`config.mk`:
```
export PLATFORM = sky130hd
export DESIGN_NAME = sas_top
export DESIGN_NICKNAME = d
export VERILOG_FILES = /design/src/core/sas_pkg.sv /design/src/core/sas_approx.sv /design/src/core/sas_top.sv
export SDC_FILE = /design/constraint.sdc
export NUM_CORES = 1
export LEC_CHECK = 0
export ABC_AREA = 1
export CORE_MARGIN = 10
export CORE_UTILIZATION = 32
export DETAILED_ROUTE_END_ITERATION = 12
export DONT_BUFFER_PORTS = 1
export PLACE_DENSITY = 0.48
export RECOVER_POWER = 25
export SLEW_MARGIN = 0
export SYNTH_ARGS = -nofsm -noshare
export SYNTH_HDL_FRONTEND = slang
export SYNTH_SLANG_ARGS = --single-unit
export TNS_END_PERCENT = 50
```
`constraint.sdc`:
```
create_clock -name hclk -period 1.8 [get_ports hclk]
set_input_delay 0.09 -clock hclk [delete_from_list [all_inputs] [get_ports hclk]]
set_output_delay 0.09 -clock hclk [all_outputs]
set_load 0.02 [all_outputs]
```
`src/core/sas_pkg.sv`:
```
package sas_pkg;

  // ----------------------------------------------------------------
  // Clock and timing
  // ----------------------------------------------------------------
  localparam int HCLK_MHZ = 125;
  localparam int STARTUP_NORMAL_US = 5;
  localparam int STARTUP_WARM_US = 1;
  localparam logic [9:0] STARTUP_NORMAL_CYC = 10'(STARTUP_NORMAL_US * HCLK_MHZ);
  localparam logic [9:0] STARTUP_WARM_CYC = 10'(STARTUP_WARM_US * HCLK_MHZ);
  // Least acquisition time software must program for the supply-over-three reference.
  localparam int VDD3_ACQ_MIN_US = 2;

  // ----------------------------------------------------------------
  // Register offsets (byte addresses)
  // ----------------------------------------------------------------
  localparam logic [11:0] OFF_CTRL = 12'h000;
  localparam logic [11:0] OFF_STATUS = 12'h004;
  localparam logic [11:0] OFF_DATA = 12'h008;
  localparam logic [11:0] OFF_CMD = 12'h00C;

  // ----------------------------------------------------------------
  // Field layout
  // ----------------------------------------------------------------
  localparam int CTRL_WARM_BIT = 0;
  localparam int CTRL_RES_LSB = 1;
  localparam int CTRL_CHAN_LSB = 4;
  localparam int CTRL_ACQ_LSB = 8;
  localparam int CTRL_PRE_LSB = 16;
  localparam int CMD_START_BIT = 0;
  localparam int STAT_BUSY_BIT = 0;
  localparam int STAT_WARM_BIT = 1;
  localparam int STAT_DONE_BIT = 2;
  localparam int STAT_ERR_BIT = 3;
  localparam logic [31:0] CTRL_RESET = 32'h0004_0000;
  localparam logic [11:0] RESULT_RESET = 12'h000;

  // ----------------------------------------------------------------
  // Resolutions, conversion lengths, channels
  // ----------------------------------------------------------------
  localparam logic [1:0] RES_12 = 2'b00;
  localparam logic [1:0] RES_8 = 2'b01;
  localparam logic [1:0] RES_6 = 2'b10;
  localparam logic [3:0] BITS_12 = 4'hC;
  localparam logic [3:0] BITS_8 = 4'h8;
  localparam logic [3:0] BITS_6 = 4'h6;
  localparam logic [3:0] CONV_CYC_12 = 4'hD;
  localparam logic [3:0] CONV_CYC_8 = 4'hB;
  localparam logic [3:0] CONV_CYC_6 = 4'h7;
  localparam logic [3:0] SAR_MSB = 4'hB;
  localparam int EXT_CHANNELS = 8;
  localparam int INT_CHANNELS = 6;
  localparam logic [3:0] LAST_CHANNEL = 4'(EXT_CHANNELS + INT_CHANNELS - 1);

  // ----------------------------------------------------------------
  // Sequencer states
  // ----------------------------------------------------------------
  typedef enum logic [2:0] {
    ST_IDLE = 3'b000,
    ST_WARM = 3'b001,
    ST_ACQ = 3'b010,
    ST_CONV = 3'b011,
    ST_FINISH = 3'b100
  } sas_state_type;

endpackage : sas_pkg

```
`src/core/sas_approx.sv`:
```
`timescale 1ns/10ps
module sas_approx
  import sas_pkg::*;
(
  // Clock and reset
  input wire logic hclk,
  input wire logic hresetn,
  // Step control
  input wire logic load,
  input wire logic step,
  input wire logic [3:0] lsb_idx,
  input wire logic comp_in,
  // Trial code to the converter core
  output logic [11:0] code
);

  logic [11:0] code_r;
  logic [11:0] code_nxt;
  logic [3:0] idx_r;
  logic [3:0] idx_nxt;
  wire last_step = (idx_r == lsb_idx);

  // ----------------------------------------------------------------
  // Per-bit decision
  // ----------------------------------------------------------------
  // Each step keeps the comparator verdict for the current bit; every step but the last tries the next lower one.
  for (genvar i = 0; i < 12; i++)
  begin : g_bit
    assign code_nxt[i] = load ? (4'(i) == SAR_MSB) :
                         (step && idx_r == 4'(i)) ? comp_in :
                         (step && idx_r == 4'(i + 1) && !last_step) ? 1'b1 :
                         code_r[i];
  end

  // Bit pointer walks from the top bit toward the resolution's lowest bit.
  assign idx_nxt = load ? SAR_MSB : (step && !last_step) ? 4'(idx_r - 4'h1) : idx_r;

  // Trial code and bit pointer.
  always_ff @(posedge hclk or negedge hresetn)
  begin
    if (!hresetn)
    begin
      code_r <= 12'h000;
      idx_r <= 4'h0;
    end
    else
    begin
      code_r <= code_nxt;
      idx_r <= idx_nxt;
    end
  end

  assign code = code_r;

endmodule : sas_approx

```
`src/core/sas_top.sv`:
```
// Contract
// - Result resolved one bit per step, most significant bit down to least.
// - Resolutions up to 12 bits; throughput up to one million samples per second; each start here waits at least 1 us first, so it stays below that.
// - Source chosen from eight external or six internal channels.
// - Conversion lasts 7, 11 or 13 converter clocks for 6, 8, 12 bits.
// - Acquisition holds for a programmed 1 to 256 converter clock cycles.
// - Normal mode waits about 5 us for reference and core startup.
// - Keep-warm mode, core already powered, shortens startup wait to about 1 us.
`timescale 1ns/10ps
module sas_top
  import sas_pkg::*;
(
  // Clock and reset
  input wire logic hclk,
  input wire logic hresetn,
  // AHB-Lite slave
  input wire logic hsel,
  input wire logic [31:0] haddr,
  input wire logic [1:0] htrans,
  input wire logic hwrite,
  input wire logic [2:0] hsize,
  input wire logic [31:0] hwdata,
  input wire logic hready,
  output logic [31:0] hrdata,
  output logic hreadyout,
  output logic hresp,
  // Converter core
  input wire logic comp_in,
  output logic converter_clock,
  output logic core_power_en,
  output logic [3:0] mux_sel,
  output logic track_en,
  output logic [11:0] dac_code,
  output logic conv_done
);

  // ----------------------------------------------------------------
  // Bus slave
  // ----------------------------------------------------------------
  logic [11:0] addr_r;
  logic wr_pend_r;
  logic rd_pend_r;
  logic hreadyout_r;
  logic hresp_r;
  logic [31:0] hrdata_r;
  logic [31:0] ctrl_r;
  logic done_r;
  logic err_r;
  logic [11:0] result_r;
  logic [31:0] rd_mux;
  sas_state_type state_r;
  sas_state_type state_nxt;

  // Address phase decode; only word transfers are issued by the master.
  wire accept = hsel && htrans[1] && hready && (hsize == 3'b010);
  wire wr_ctrl = wr_pend_r && (addr_r == OFF_CTRL);
  wire wr_stat = wr_pend_r && (addr_r == OFF_STATUS);
  wire wr_cmd = wr_pend_r && (addr_r == OFF_CMD);
  wire busy = (state_r != ST_IDLE);

  // Read selection; unmapped offsets and the command register read as zero.
  assign rd_mux = (addr_r == OFF_CTRL) ? ctrl_r :
                  (addr_r == OFF_STATUS) ? {28'h000_0000, err_r, done_r, core_power_en, busy} :
                  (addr_r == OFF_DATA) ? {20'h0_0000, result_r} :
                  32'h0000_0000;

  // Reads take one wait state so the data is a registered copy of state after any prior write.
  always_ff @(posedge hclk or negedge hresetn)
  begin
    if (!hresetn)
    begin
      addr_r <= 12'h000;
      wr_pend_r <= 1'b0;
      rd_pend_r <= 1'b0;
      hreadyout_r <= 1'b1;
      hresp_r <= 1'b0;
      hrdata_r <= 32'h0000_0000;
    end
    else
    begin
      addr_r <= accept ? haddr[11:0] : addr_r;
      wr_pend_r <= accept && hwrite;
      rd_pend_r <= accept && !hwrite;
      hreadyout_r <= !(accept && !hwrite);
      hresp_r <= 1'b0;
      hrdata_r <= rd_pend_r ? rd_mux : hrdata_r;
    end
  end

  // Configuration register.
  always_ff @(posedge hclk or negedge hresetn)
  begin
    if (!hresetn)
      ctrl_r <= CTRL_RESET;
    else if (wr_ctrl)
      ctrl_r <= hwdata;
  end

  // ----------------------------------------------------------------
  // Field decode
  // ----------------------------------------------------------------
  wire keep_warm_mode = ctrl_r[CTRL_WARM_BIT];
  wire [1:0] res_sel = ctrl_r[CTRL_RES_LSB +: 2];
  wire [3:0] chan_sel = ctrl_r[CTRL_CHAN_LSB +: 4];
  wire [7:0] acq_sel = ctrl_r[CTRL_ACQ_LSB +: 8];
  wire [7:0] pre_sel = ctrl_r[CTRL_PRE_LSB +: 8];
  wire start_req = wr_cmd && hwdata[CMD_START_BIT] && !busy;
  wire chan_ok = (chan_sel <= LAST_CHANNEL);
  wire go = start_req && chan_ok;

  // Resolution chosen at start; the unused code falls back to full resolution.
  logic [1:0] res_r;
  wire [3:0] res_bits = (res_r == RES_8) ? BITS_8 : (res_r == RES_6) ? BITS_6 : BITS_12;
  wire [3:0] conv_total = (res_r == RES_8) ? CONV_CYC_8 : (res_r == RES_6) ? CONV_CYC_6 : CONV_CYC_12;
  wire [3:0] lsb_idx = 4'(BITS_12 - res_bits);

  // ----------------------------------------------------------------
  // Converter clock divider
  // ----------------------------------------------------------------
  // The converter clock period is two times (prescale plus one) hclk cycles; keep it at or below 13 MHz.
  logic [7:0] div_cnt_r;
  logic conv_clk_r;
  wire div_hit = (div_cnt_r == pre_sel);
  wire conv_tick = div_hit && !conv_clk_r;

  // Divider counter and clock phase.
  always_ff @(posedge hclk or negedge hresetn)
  begin
    if (!hresetn)
    begin
      div_cnt_r <= 8'h00;
      conv_clk_r <= 1'b0;
    end
    else
    begin
      div_cnt_r <= div_hit ? 8'h00 : 8'(div_cnt_r + 8'h01);
      conv_clk_r <= div_hit ? !conv_clk_r : conv_clk_r;
    end
  end

  // ----------------------------------------------------------------
  // Sequencer
  // ----------------------------------------------------------------
  logic [9:0] wcnt_r;
  logic [7:0] acnt_r;
  logic [3:0] ccnt_r;
  logic [11:0] sar_code;
  wire acq_end = (state_r == ST_ACQ) && conv_tick && (acnt_r == 8'h00);
  wire sar_step = (state_r == ST_CONV) && conv_tick && (ccnt_r <= res_bits);
  wire conv_end = (state_r == ST_CONV) && conv_tick && (ccnt_r == 4'h1);
  // A core that is still powered needs only the short startup.
  wire [9:0] wait_len = core_power_en ? STARTUP_WARM_CYC : STARTUP_NORMAL_CYC;

  // Next state.
  always_comb
  begin
    state_nxt = state_r;
    unique case (state_r)
      ST_IDLE: state_nxt = go ? ST_WARM : ST_IDLE;
      ST_WARM: state_nxt = (wcnt_r == 10'h000) ? ST_ACQ : ST_WARM;
      ST_ACQ: state_nxt = acq_end ? ST_CONV : ST_ACQ;
      ST_CONV: state_nxt = conv_end ? ST_FINISH : ST_CONV;
      ST_FINISH: state_nxt = ST_IDLE;
      default: state_nxt = ST_IDLE;
    endcase
  end

  // State and phase counters.
  always_ff @(posedge hclk or negedge hresetn)
  begin
    if (!hresetn)
    begin
      state_r <= ST_IDLE;
      wcnt_r <= 10'h000;
      acnt_r <= 8'h00;
      ccnt_r <= 4'h0;
      res_r <= RES_12;
    end
    else
    begin
      state_r <= state_nxt;
      wcnt_r <= go ? 10'(wait_len - 10'h001) : (wcnt_r != 10'h000) ? 10'(wcnt_r - 10'h001) : wcnt_r;
      acnt_r <= go ? acq_sel : (state_r == ST_ACQ && conv_tick) ? 8'(acnt_r - 8'h01) : acnt_r;
      ccnt_r <= acq_end ? conv_total : (state_r == ST_CONV && conv_tick) ? 4'(ccnt_r - 4'h1) : ccnt_r;
      res_r <= go ? res_sel : res_r;
    end
  end

  // Successive approximation register.
  sas_approx u_approx (
    .hclk(hclk),
    .hresetn(hresetn),
    .load(acq_end),
    .step(sar_step),
    .lsb_idx(lsb_idx),
    .comp_in(comp_in),
    .code(sar_code)
  );

  // ----------------------------------------------------------------
  // Status, result and core controls
  // ----------------------------------------------------------------
  wire finish = (state_r == ST_FINISH);
  // A completion in the same cycle as its clear keeps the flag set.
  wire done_nxt = finish || (done_r && !(wr_stat && hwdata[STAT_DONE_BIT]));
  wire err_nxt = (start_req && !chan_ok) || (err_r && !(wr_stat && hwdata[STAT_ERR_BIT]));
  // Power drops after a conversion unless keep-warm mode is on.
  wire power_nxt = go || busy || (core_power_en && keep_warm_mode);

  // Flags, result and outputs to the core.
  always_ff @(posedge hclk or negedge hresetn)
  begin
    if (!hresetn)
    begin
      done_r <= 1'b0;
      err_r <= 1'b0;
      result_r <= RESULT_RESET;
      core_power_en <= 1'b0;
      mux_sel <= 4'h0;
      track_en <= 1'b0;
      conv_done <= 1'b0;
    end
    else
    begin
      done_r <= done_nxt;
      err_r <= err_nxt;
      result_r <= finish ? 12'(sar_code >> lsb_idx) : result_r;
      core_power_en <= power_nxt;
      mux_sel <= go ? chan_sel : mux_sel;
      track_en <= (state_nxt == ST_ACQ);
      conv_done <= finish;
    end
  end

  assign hrdata = hrdata_r;
  assign hreadyout = hreadyout_r;
  assign hresp = hresp_r;
  assign converter_clock = conv_clk_r;
  assign dac_code = sar_code;

endmodule : sas_top

```
==> results of run 1 <==
## power by group through the flow
stage,Sequential (mW),Combinational (mW),Clock [mW]
3_5_place_dp,3.92,0.942,0
2_1_floorplan,3.91,0.618,0
3_3_place_gp,3.92,0.934,0
5_1_grt,3.90,1.26,3.68
4_1_cts,3.87,1.06,3.53
6_report,3.87,1.13,3.44
## cell usage after synthesis (6+ instances only)
cell type | n | area (µm²)
sky130_fd_sc_hd__o211ai_1 | 10 | 75.1
sky130_fd_sc_hd__nor3_1 | 14 | 70.1
sky130_fd_sc_hd__xor2_1 | 7 | 61.3
sky130_fd_sc_hd__inv_1 | 111 | 417
sky130_fd_sc_hd__dfrtp_1 | 150 | 3750
sky130_fd_sc_hd__o221ai_1 | 11 | 96.3
sky130_fd_sc_hd__mux2_2 | 23 | 259
sky130_fd_sc_hd__nand3_2 | 6 | 60.1
sky130_fd_sc_hd__nand4_1 | 32 | 200
sky130_fd_sc_hd__clkbuf_1 | 22 | 82.6
sky130_fd_sc_hd__o22ai_1 | 11 | 68.8
sky130_fd_sc_hd__nand2_1 | 191 | 717
sky130_fd_sc_hd__ha_1 | 15 | 188
sky130_fd_sc_hd__nor2_1 | 86 | 323
sky130_fd_sc_hd__o31ai_1 | 11 | 82.6
sky130_fd_sc_hd__o21ai_0 | 46 | 230
sky130_fd_sc_hd__nand3_1 | 52 | 260
sky130_fd_sc_hd__a21oi_1 | 31 | 155
## cell type report
class	instances	area share
timing repair buffer	141	0.131
clock buffer	21	0.0447
sequential	152	0.377
clock inverter	11	0.0102
multi-input combinational	592	0.353
inverter	117	0.0442
tap	319	0.0396
## per-layer routing
| metal | GRT usage | vias to the layer above |
|---|---|---|
| met5 | 0 | - |
| met4 | 0.0381 | 0 |
| met3 | 0.0399 | 15 |
| met2 | 0.224 | 122 |
| met1 | 0.186 | 3126 |
| li1 | - | 3206 |
## critical path, cell delays in order (launching register included)
cell and delay (ns):
sky130_fd_sc_hd__dfrtp_1 0.39, sky130_fd_sc_hd__inv_2 0.06, sky130_fd_sc_hd__ha_4 0.18, sky130_fd_sc_hd__ha_4 0.28
sky130_fd_sc_hd__nand2_2 0.07, sky130_fd_sc_hd__o21ai_4 0.24, sky130_fd_sc_hd__nand4_4 0.20, sky130_fd_sc_hd__nor2_4 0.20
sky130_fd_sc_hd__nor2_2 0.07, sky130_fd_sc_hd__nand2_1 0.06, sky130_fd_sc_hd__nand2_1 0.04
## final timing paths
path,from,end,depth (start not counted)
max,res_r[0],u_approx.idx_r[2],10
min,hresetn,hrdata[24],0
max reg2reg,res_r[0],u_approx.idx_r[2],10
min reg2reg,ctrl_r[3],ctrl_r[3],2
max in group asynchronous,hresetn,hreadyout,0
min in group hclk,comp_in,u_approx.code[8],4
## through the flow
step / instance area, µm² / utilization / hold WS (ns) / setup slack (ns) / setup TNS [ns]
2_1_floorplan: 7750 / - / -0.206 / 0.00948 / 0
3_3_place_gp: 8630 / 0.367 / -0.200 / -0.112 / -1.22
3_5_place_dp: 8630 / 0.367 / -0.199 / -0.134 / -1.63
4_1_cts: 9750 / 0.414 / -0.662 / -0.0861 / -0.782
5_1_grt: 10100 / 0.428 / -0.671 / -0.227 / -4.25
6_report: 10100 / 0.428 / -0.643 / -0.0943 / -0.818
## sequential cells by signal, summed over array words and instances, names as in the netlist, 2 cells and up
name and cells:
result_r 12, state_r 3, ccnt_r 4, u_approx.idx_r 4
wcnt_r 10, mux_sel 4, ctrl_r 32, acnt_r 8
addr_r 12, res_r 2, hrdata 32, div_cnt_r 8
u_approx.code 12
## logic make-up after synthesis
logic type               share of synthesized area
flip-flops                                   0.496
AND/OR/NAND/NOR                              0.244
other                                     0.000489
XOR/XNOR                                    0.0137
buffers and inverters                       0.0812
adder cells (fa/ha/maj)                     0.0245
AO/OA/AOI/OAI                                0.103
multiplexers                                0.0365
## timing repair
| item | CTS | global route |
|---|---|---|
| buffers inserted | 5 | 7 |
| gates resized for setup | 13 | 51 |
| endpoints found under the hold margin | 202 | 152 |
| pin swaps | 8 | 25 |
| cloned | 1 | 3 |
| endpoints found under the setup margin | 25 | 74 |
==> implementation parameters, run 1 <==
Parameter                              Value

Run status
  Run status    finished, violations left
  Violated checks    negative hold slack, negative setup slack

Drt
  Uppermost layer routed    met4
  Length of routed met2 wiring    10.3 mm
  DR DRC count    0
  Detailed-routing wirelength on met1    10.3 mm
  Initial DRT Pass Iterations    6
  Routed vias/inst    4.78
  Violation count after the first detailed-routing iteration    474
  Total number of vias    6,469
  Count of antenna-violating nets left after detailed routing    0
  Wirelength per Cell    16.3 µm
  Met3 wire length    1.20 mm
  Total detailed-routing wirelength    22.1 mm

Worst setup path
  Largest fanout on the critical path    6
  Nature of the critical path endpoint    register
  Worst endpoint data arrival time    between 2 and 2.5 ns
  Element type at the critical path start    register
  Category of the critical setup timing path    reg -> reg
  Register-to-Register Setup Slack    -0.09 ns
  Worst endpoint required time    2.11 ns

CTS
  Skew-Pair Late Insertion Delay    0.43 ns
  TritonCTS clock tree    yes
  Sink count of the clock tree    between 150 and 200
  Number of buffers between clock root and the deepest sink    2
  Number of buffers added by the clock tree synthesis step    17
  Post-CTS Hold Buffers    46
  Worst-path clk slew    0.07 ns
  H-tree levels    4
  Root cell of the clock tree    sky130_fd_sc_hd__clkbuf_16

Yosys
  Register bit count reported by yosys    152
  Share of synthesized area occupied by flip-flops and latches    0.496
  EDFF count, synth    0
  Warnings, synthesis    0
  Cell count after synthesis    895
  Fraction of registers with async set or reset after synthesis    1.00
  Cell area after technology mapping    ~7700 µm²
  Count of distinct cell types in the synthesized netlist    45
  Synthesized net count    985
  Synthesized area per cell    8.57 µm²
  Primary flip-flop cell chosen by synthesis mapping    sky130_fd_sc_hd__dfrtp_1

STA
  Number of setup violations in the final report    17
  Worst setup skew after layout    0.0139 ns
  Final Slew Violations    0
  Final-report hold violation count    152
  Fin worst setup slack    -0.0943 ns
  Final clock period utilization by the worst path    1.05
  Final worst path period need    1.89 ns
  Maximum achievable frequency    0.528 GHz
  Max-Slew Margin vs Limit    0.624
  Hold Slack    -0.643 ns
  Tightest Pin Transition    0.564 ns
  Setup repair after global routing missed its margin    true

Power
  Sw Pwr    between 2 and 2.5 mW
  Switching part of the total power    0.274
  Clock Power Share    0.408
  Pint    6.13 mW
  Max IR drop VDD    568 µV
  Post-layout power    about 8.4 mW
  Sequential group share of total power    0.458
  Proportion of power drawn by combinational gates    0.134
  Power density relative to cell area    837 nW/µm²
  Leakage dissipation    roughly 4.8 nW

Place
  Placed Instances    1,259
  RePlAce Congestion    0.828
  IO buf count    0
  Final HPWL DP    roughly 15 mm

Final layout
  Proportion of layout cells with a drive suffix above 1    0.218
  N_diodes    0
  Most frequent cells in the layout    sky130_fd_sc_hd__nand2_1, sky130_fd_sc_hd__dfrtp_1, sky130_fd_sc_hd__inv_1
  Synthesis-to-layout area growth    31.4%
  Number of fill cells    2,385
  Sequential standard cell area    3810 µm²
  Multi-input combinational cell area    3560 µm²
  Non-filler instance count after layout    ~1,400
  Most common cell after layout, fill and taps aside    sky130_fd_sc_hd__nand2_1
  Layout Nets    approximately 1,100

Die
  Core area    23,500 µm²
  Top-Level Pins    roughly 130
  Chip height    175 µm
  Initial core utilization    0.326
  Num rows    56
  Die footprint    30,600 µm²
  Die X-Extent    175 µm

Hold path
  Hold WC Path Type    in -> async

GRT
  First-pass GRT wire length    34.9 mm
  Global Route Usage Sum    0.142
  Initial antenna violation count    0
  Overall overflow remaining after global route    0
  Maximum number of pins on one net before global-route repair    153
  Via count of the first global-routing pass    about 6,300

Job
  Maximum capacitance violations    0
Note: power is estimated with default switching activity, not from simulation.
==> inputs of run 2 (changes only) <==
ABC_AREA = 0   (was 1)
==> run 2 against run 1 <==
  * The flow still finishes with violations (negative hold slack, negative setup slack)
  * Cell count shrank 22%
  * Wire length down 11%
  * Via count is 18% lower
  * Register-to-register slack got worse by 0.25 ns
  * Fmax decreased by 12%
  * Synthesized cell count decreased by 31%
  * Critical path type unchanged
==> implementation parameters, run 2 <==
Parameter                              Value

Run status
  Run status    finished, violations left (unchanged)
  Violated checks    negative hold slack, negative setup slack (unchanged)

Yosys
  Synthesized net count    712 (was 985)
  EDFF count, synth    0 (unchanged)
  Cell count after synthesis    622 (was 895)
  Share of synthesized area occupied by flip-flops and latches    0.539 (was 0.496)
  Top cell type's share of synthesized area    0.532 (was 0.489)
  Cell area after technology mapping    7060 µm² (was 7670 µm²)
  Primary flip-flop cell chosen by synthesis mapping    sky130_fd_sc_hd__dfrtp_1 (unchanged)
  Count of distinct cell types in the synthesized netlist    58 (was 45)
  Fraction of registers with async set or reset after synthesis    1.00 (unchanged)
  Cell with the most instances after synthesis    sky130_fd_sc_hd__dfrtp_1 (was sky130_fd_sc_hd__nand2_1)
  Warnings, synthesis    0 (unchanged)
  Synth cell count leaders    sky130_fd_sc_hd__dfrtp_1, sky130_fd_sc_hd__nand2_1, sky130_fd_sc_hd__mux2_2, sky130_fd_sc_hd__nor2_1, sky130_fd_sc_hd__o21ai_0 (was sky130_fd_sc_hd__nand2_1, sky130_fd_sc_hd__dfrtp_1, sky130_fd_sc_hd__inv_1, sky130_fd_sc_hd__nor2_1, sky130_fd_sc_hd__nand3_1)
  Cell taking the most area after synthesis    sky130_fd_sc_hd__dfrtp_1 (unchanged)
  Dominant cells by area after synthesis    sky130_fd_sc_hd__dfrtp_1, sky130_fd_sc_hd__mux2_2, sky130_fd_sc_hd__nand2_1 (was sky130_fd_sc_hd__dfrtp_1, sky130_fd_sc_hd__nand2_1, sky130_fd_sc_hd__inv_1)
  Synthesized area per cell    11.3 µm² (was 8.57 µm²)
  Register bit count reported by yosys    152 (unchanged)

STA
  Final Slew Violations    0 (unchanged)
  Maximum achievable frequency    0.466 GHz (was 0.528 GHz)
  Fin worst setup slack    -0.347 ns (was -0.0943 ns)
  Final worst path period need    2.15 ns (was 1.89 ns)
  Final clock period utilization by the worst path    1.19 (was 1.05)
  Worst setup skew after layout    0.0125 ns (was 0.0139 ns)
  Setup tns final    -17.00 ns (was -0.818 ns)
  Setup repair after global routing missed its margin    true (unchanged)
  Number of setup violations in the final report    92 (was 17)
  Max-Slew Margin vs Limit    0.593 (was 0.624)
  Final-report hold violation count    155 (was 152)
  Tightest Pin Transition    0.610 ns (was 0.564 ns)
  Hold Slack    -0.644 ns (was -0.643 ns)

Die
  Num rows    54 (was 56)
  Top-Level Pins    129 (unchanged)
  Chip height    168 µm (was 175 µm)
  Die X-Extent    168 µm (was 175 µm)
  Core area    21,800 µm² (was 23,500 µm²)
  Initial core utilization    0.324 (was 0.326)
  Die footprint    28,400 µm² (was 30,600 µm²)

Drt
  Violation count after the first detailed-routing iteration    210 (was 474)
  Wirelength per Cell    18.6 µm (was 16.3 µm)
  Initial DRT Pass Iterations    4 (was 6)
  Count of antenna-violating nets left after detailed routing    0 (unchanged)
  DR DRC count    0 (unchanged)
  Total detailed-routing wirelength    19.6 mm (was 22.1 mm)
  Routed vias/inst    5.01 (was 4.78)
  Total number of vias    5,275 (was 6,469)

Place
  Total cell area at the placement stage    8150 µm² (was 8630 µm²)
  Dpl ws    -0.327 ns (was -0.134 ns)
  IO buf count    0 (unchanged)
  Final HPWL DP    13.5 mm (was 15.2 mm)
  RePlAce Congestion    0.833 (was 0.828)
  Placed Instances    953 (was 1,259)

Final layout
  Final instance area    9880 µm² (was 10,100 µm²)
  Synthesis-to-layout area growth    40.1% (was 31.4%)
  Final core occ    0.454 (was 0.428)
  Proportion of layout cells with a drive suffix above 1    0.354 (was 0.218)
  Layout Nets    849 (was 1,111)
  Non-filler instance count after layout    1,052 (was 1,353)
  Most common cell after layout, fill and taps aside    sky130_fd_sc_hd__dfrtp_1 (was sky130_fd_sc_hd__nand2_1)
  Most frequent cells in the layout    sky130_fd_sc_hd__dfrtp_1, sky130_fd_sc_hd__buf_4, sky130_fd_sc_hd__nand2_1 (was sky130_fd_sc_hd__nand2_1, sky130_fd_sc_hd__dfrtp_1, sky130_fd_sc_hd__inv_1)
  Number of fill cells    1,979 (was 2,385)
  N_diodes    0 (unchanged)

Power
  Power density relative to cell area    889 nW/µm² (was 837 nW/µm²)
  Max IR drop VDD    640 µV (was 568 µV)
  Leakage dissipation    4.37 nW (was 4.76 nW)

Worst setup path
  Largest fanout on the critical path    4 (was 6)
  Category of the critical setup timing path    reg -> reg (unchanged)
  Worst endpoint required time    2.12 ns (was 2.11 ns)
  Element type at the critical path start    register (unchanged)
  Nature of the critical path endpoint    register (unchanged)
  Worst endpoint data arrival time    2.47 ns (was 2.20 ns)

Job
  Maximum capacitance violations    0 (unchanged)

CTS
  Skew-Pair Late Insertion Delay    0.42 ns (was 0.43 ns)
  Number of buffers added by the clock tree synthesis step    17 (unchanged)
  TritonCTS clock tree    yes (unchanged)
  Number of buffers between clock root and the deepest sink    2 (unchanged)
  Worst-path clk slew    0.07 ns (about the same)
  Root cell of the clock tree    sky130_fd_sc_hd__clkbuf_16 (unchanged)
  Sink count of the clock tree    152 (unchanged)
  H-tree levels    4 (unchanged)

GRT
  First-pass GRT wire length    32.0 mm (was 34.9 mm)
  Via count of the first global-routing pass    5,633 (was 6,337)
  Initial antenna violation count    0 (unchanged)
  Global Route Usage Sum    0.138 (was 0.142)
  Maximum number of pins on one net before global-route repair    153 (unchanged)
  Overall overflow remaining after global route    0 (unchanged)

Hold path
  Hold WC Path Type    in -> async (unchanged)
[run 2: cell count changes after synthesis, moves of 11 or more]
cell and change:
sky130_fd_sc_hd__mux2_2 +25, sky130_fd_sc_hd__nand3_1 -31, sky130_fd_sc_hd__o21ai_0 -18, sky130_fd_sc_hd__o22ai_1 -11, sky130_fd_sc_hd__nand2_1 -136, sky130_fd_sc_hd__o31ai_1 -11
sky130_fd_sc_hd__nor2_1 -48, sky130_fd_sc_hd__a22o_1 +22, sky130_fd_sc_hd__nand4_1 -29, sky130_fd_sc_hd__mux2i_1 +19, sky130_fd_sc_hd__inv_1 -92
[run 2: path summary, 6_finish.rpt]
path | from | endpoint | slack [ns] | depth (start not counted)
max | res_r[1] | u_approx.code[0] | -0.35 | 10
min | hresetn | addr_r[8] | -0.64 | 0
max reg2reg | res_r[1] | u_approx.code[0] | -0.35 | 10
min reg2reg | result_r[10] | result_r[10] | 0.47 | 2
max in group asynchronous | hresetn | state_r[1] | 2.08 | 0
min in group hclk | comp_in | u_approx.code[5] | -0.01 | 2
[run 2: report_power, final]
| group | switching, mW | leakage, nW | internal [mW] |
|---|---|---|---|
| logic | 0.580 | 2.13 | 0.726 |
| clock network | 1.54 | 0.282 | 2.08 |
| registers | 0.197 | 1.96 | 3.66 |
[run 2: worst max-delay path, cell delays in order (launching register included)]
cell,delay (ns)
sky130_fd_sc_hd__dfrtp_1,0.39
sky130_fd_sc_hd__inv_2,0.05
sky130_fd_sc_hd__ha_2,0.19
sky130_fd_sc_hd__ha_4,0.26
sky130_fd_sc_hd__and4b_1,0.23
sky130_fd_sc_hd__a211oi_4,0.05
sky130_fd_sc_hd__buf_12,0.14
sky130_fd_sc_hd__nor4_4,0.31
sky130_fd_sc_hd__buf_4,0.17
sky130_fd_sc_hd__a21oi_1,0.05
sky130_fd_sc_hd__a211oi_1,0.20
[run 2: layout make-up]
class                   count  area (µm²)  share of cell area
clock buffers              18         429              0.0434
clock inverters            14         163              0.0165
inverters                  19        71.3             0.00722
multi-input cells         417        3600               0.364
flip-flops and latches    152        3810               0.386
well taps                 280         350              0.0354
repair buffers            152        1460               0.147
[run 2: repair_timing]
action	4_1_cts	5_1_grt
gates cloned	2	2
hold buffers	45	1
setup endpoints to repair	99	114
pin swaps	29	26
setup buffers	7	10
hold endpoints to repair	212	157
gates resized for setup	80	42
[run 2: routing by layer]
| layer | GRT usage | part of all wire | up-vias |
|---|---|---|---|
| met3 | 0.0380 | 0.049 | 23 |
| li1 | - | - | 2495 |
| met5 | 0 | 0 | - |
| met2 | 0.224 | 0.49 | 92 |
| met4 | 0.0397 | 0.013 | 0 |
| met1 | 0.176 | 0.45 | 2665 |
[run 2: stage by stage]
step	hold WS [ns]	total power [mW]
CTS	-0.660	8.81
floorplan	-0.206	4.52
finish	-0.644	8.79
global placement	-0.198	4.89
global route	-0.668	9.18
detailed placement	-0.200	4.92
[run 2: cells by family (layout without fill, tap and decap cells)]
family,count (synthesis),count (layout),synth area share
xor gates and xnor gates,26,26,0.0323
AOI/OAI and AO/OA,121,121,0.116
muxes,68,68,0.105
adders and majority gates,15,15,0.0266
DFF,152,152,0.539
other,1,1,0.000531
buffers and inverters,53,203,0.0316
and+or+nand+nor,186,186,0.148
==> inputs of run 3 (changes only) <==
PLACE_DENSITY = 0.47   (was 0.48)
clock period = 2.3 ns   (was 1.8 ns; I/O delays follow)
==> run 3 against run 2 <==
  * The run ends with negative hold slack left
  * Wire length fell by 9.6%
  * Core utilization fell by 5.9 points
  * Total power fell by 27%
  * Non-clock buffer count fell by 75
  * Cell area fell by 13%
  * Critical path type unchanged
==> implementation parameters, run 3 (synthesis results as in run 2) <==
Parameter                              Value

Die
  Initial core utilization    0.324 (unchanged)
  Top-Level Pins    129 (unchanged)
  Chip height    168 µm (unchanged)
  Die X-Extent    168 µm (unchanged)
  Num rows    54 (unchanged)
  Die footprint    28,400 µm² (unchanged)
  Core area    21,800 µm² (unchanged)

Run status
  Violated checks    negative hold slack (was negative hold slack, negative setup slack)
  Run status    finished, violations left (unchanged)

STA
  Setup tns final    0 ns (was -17.00 ns)
  Tightest Pin Transition    0.597 ns (was 0.610 ns)
  Setup repair after global routing missed its margin    true (unchanged)
  Number of setup violations in the final report    0 (was 92)
  Final clock period utilization by the worst path    0.945 (was 1.19)
  Worst setup skew after layout    0.00850 ns (was 0.0125 ns)
  Final worst path period need    2.17 ns (was 2.15 ns)
  Final Slew Violations    0 (unchanged)
  Maximum achievable frequency    0.460 GHz (was 0.466 GHz)
  Hold Slack    -0.619 ns (was -0.644 ns)
  Max-Slew Margin vs Limit    0.602 (was 0.593)
  Final-report hold violation count    152 (was 155)

Final layout
  Number of fill cells    2,076 (was 1,979)
  Most frequent cells in the layout    sky130_fd_sc_hd__dfrtp_1, sky130_fd_sc_hd__nand2_1, sky130_fd_sc_hd__mux2_2 (was sky130_fd_sc_hd__dfrtp_1, sky130_fd_sc_hd__buf_4, sky130_fd_sc_hd__nand2_1)
  Synthesis-to-layout area growth    22.0% (was 40.1%)
  Layout Nets    774 (was 849)
  N_diodes    0 (unchanged)
  Proportion of layout cells with a drive suffix above 1    0.194 (was 0.354)
  Non-filler instance count after layout    977 (was 1,052)
  Most common cell after layout, fill and taps aside    sky130_fd_sc_hd__dfrtp_1 (unchanged)

Power
  Max IR drop VDD    423 µV (was 640 µV)
  Pint    4.77 mW (was 6.47 mW)
  Sw Pwr    1.67 mW (was 2.32 mW)
  Post-layout power    6.43 mW (was 8.79 mW)
  Switching part of the total power    0.259 (was 0.264)
  Proportion of power drawn by combinational gates    0.102 (was 0.149)
  Sequential group share of total power    0.473 (was 0.439)
  Leakage dissipation    3.83 nW (was 4.37 nW)
  Clock Power Share    0.425 (was 0.412)
  Power density relative to cell area    747 nW/µm² (was 889 nW/µm²)

CTS
  Root cell of the clock tree    sky130_fd_sc_hd__clkbuf_16 (unchanged)
  Post-CTS Hold Buffers    46 (was 45)
  TritonCTS clock tree    yes (unchanged)
  Worst-path clk slew    0.07 ns (about the same)
  Skew-Pair Late Insertion Delay    0.42 ns (about the same)
  Number of buffers added by the clock tree synthesis step    17 (unchanged)
  H-tree levels    4 (unchanged)
  Sink count of the clock tree    152 (unchanged)
  Number of buffers between clock root and the deepest sink    2 (unchanged)

Place
  Final HPWL DP    12.4 mm (was 13.5 mm)
  RePlAce Congestion    0.843 (was 0.833)
  Placed Instances    895 (was 953)
  IO buf count    0 (unchanged)

Worst setup path
  Element type at the critical path start    register (unchanged)
  Worst endpoint required time    2.59 ns (was 2.12 ns)
  Worst endpoint data arrival time    2.46 ns (was 2.47 ns)
  Category of the critical setup timing path    reg -> reg (unchanged)
  Cell count of the worst reg-to-reg path    5 (was 10)
  Largest fanout on the critical path    4 (unchanged)
  Nature of the critical path endpoint    register (unchanged)

Drt
  Count of antenna-violating nets left after detailed routing    0 (unchanged)
  Total detailed-routing wirelength    17.7 mm (was 19.6 mm)
  Violation count after the first detailed-routing iteration    328 (was 210)
  Total number of vias    4,962 (was 5,275)
  Routed vias/inst    5.08 (was 5.01)
  Initial DRT Pass Iterations    4 (unchanged)
  Wirelength per Cell    18.1 µm (was 18.6 µm)
  DR DRC count    0 (unchanged)

GRT
  Maximum number of pins on one net before global-route repair    153 (unchanged)
  Global Route Usage Sum    0.125 (was 0.138)
  Overall overflow remaining after global route    0 (unchanged)
  Initial antenna violation count    0 (unchanged)
  Via count of the first global-routing pass    5,125 (was 5,633)
  First-pass GRT wire length    28.7 mm (was 32.0 mm)

Job
  Maximum capacitance violations    0 (unchanged)

Hold path
  Hold WC Path Type    in -> async (unchanged)
run 3: cell count changes in the layout (fill, tap and decap cells not counted), moves of 5 or more:
| cell | delta |
|---|---|
| sky130_fd_sc_hd__buf_4 | -52 |
| sky130_fd_sc_hd__mux2_2 | +32 |
| sky130_fd_sc_hd__mux2_4 | -32 |
| sky130_fd_sc_hd__buf_6 | -13 |
| sky130_fd_sc_hd__o21ai_0 | +8 |
| sky130_fd_sc_hd__xnor2_1 | +7 |
| sky130_fd_sc_hd__xnor2_2 | -7 |
| sky130_fd_sc_hd__o21ai_2 | -6 |
| sky130_fd_sc_hd__nand2_1 | +5 |
| sky130_fd_sc_hd__nor2_1 | +5 |
| sky130_fd_sc_hd__nor2_4 | -5 |
run 3: timing repair:
item,4_1_cts,5_1_grt
endpoints found under the hold margin,209,152
setup endpoints to repair,0,20
gates resized for setup,0,10
setup buffers,0,4
run 3: final timing paths:
path                         startpoint            to  slack (ns)
setup / recovery              wcnt_r[0]    state_r[0]        0.13
hold / removal                  hresetn    addr_r[11]       -0.62
setup reg to reg              wcnt_r[0]    state_r[0]        0.13
hold reg to reg            result_r[10]  result_r[10]        0.48
max in group asynchronous       hresetn    ctrl_r[18]        2.67
min in group hclk             htrans[1]     hreadyout        0.24
run 3: power by group through the flow:
stage / Clock (mW) / Sequential, mW / Combinational, mW
finish: 2.73 / 3.05 / 0.656
global route: 2.91 / 3.07 / 0.737
CTS: 2.81 / 3.04 / 0.656
detailed placement: 0 / 3.09 / 0.586
global placement: 0 / 3.08 / 0.573
floorplan: 0 / 3.06 / 0.439
run 3: metrics by stage:
step                      instance area (µm²)  worst slack, ns  hold WS, ns   util
after detailed placement                 7500           0.0224       -0.175  0.345
after global placement                   7500           0.0799       -0.175  0.345
after floorplan                          7060           0.0182       -0.181      -
after global routing                     8610          -0.0215       -0.646  0.396
after CTS                                8530        0.0000391       -0.637  0.392
final                                    8610            0.128       -0.619  0.396
run 3: layer usage:
layer,share of wire,vias to the layer above,wire length (µm),GRT usage
met4,0.011,0,188,0.0379
met1,0.45,2466,7990,0.158
met5,0,-,0,0
met3,0.070,11,1240,0.0426
met2,0.47,125,8280,0.198
li1,-,2360,-,-
run 3: cell type report:
class / count / area [µm²] / area share
Sequential cell: 152 / 3810 / 0.442
Multi-Input combinational cell: 417 / 3090 / 0.359
Timing Repair Buffer: 77 / 718 / 0.0834
Clock inverter: 12 / 118 / 0.0137
Tap cell: 280 / 350 / 0.0407
Inverter: 19 / 71.3 / 0.00828
Clock buffer: 20 / 457 / 0.0531
run 3: worst max-delay path, stage by stage (launching register included):
cell,delay [ns]
sky130_fd_sc_hd__dfrtp_1,0.41
sky130_fd_sc_hd__or4_1,0.59
sky130_fd_sc_hd__or3_4,0.40
sky130_fd_sc_hd__nor3_4,0.20
sky130_fd_sc_hd__nor4b_1,0.08
sky130_fd_sc_hd__or3_1,0.37
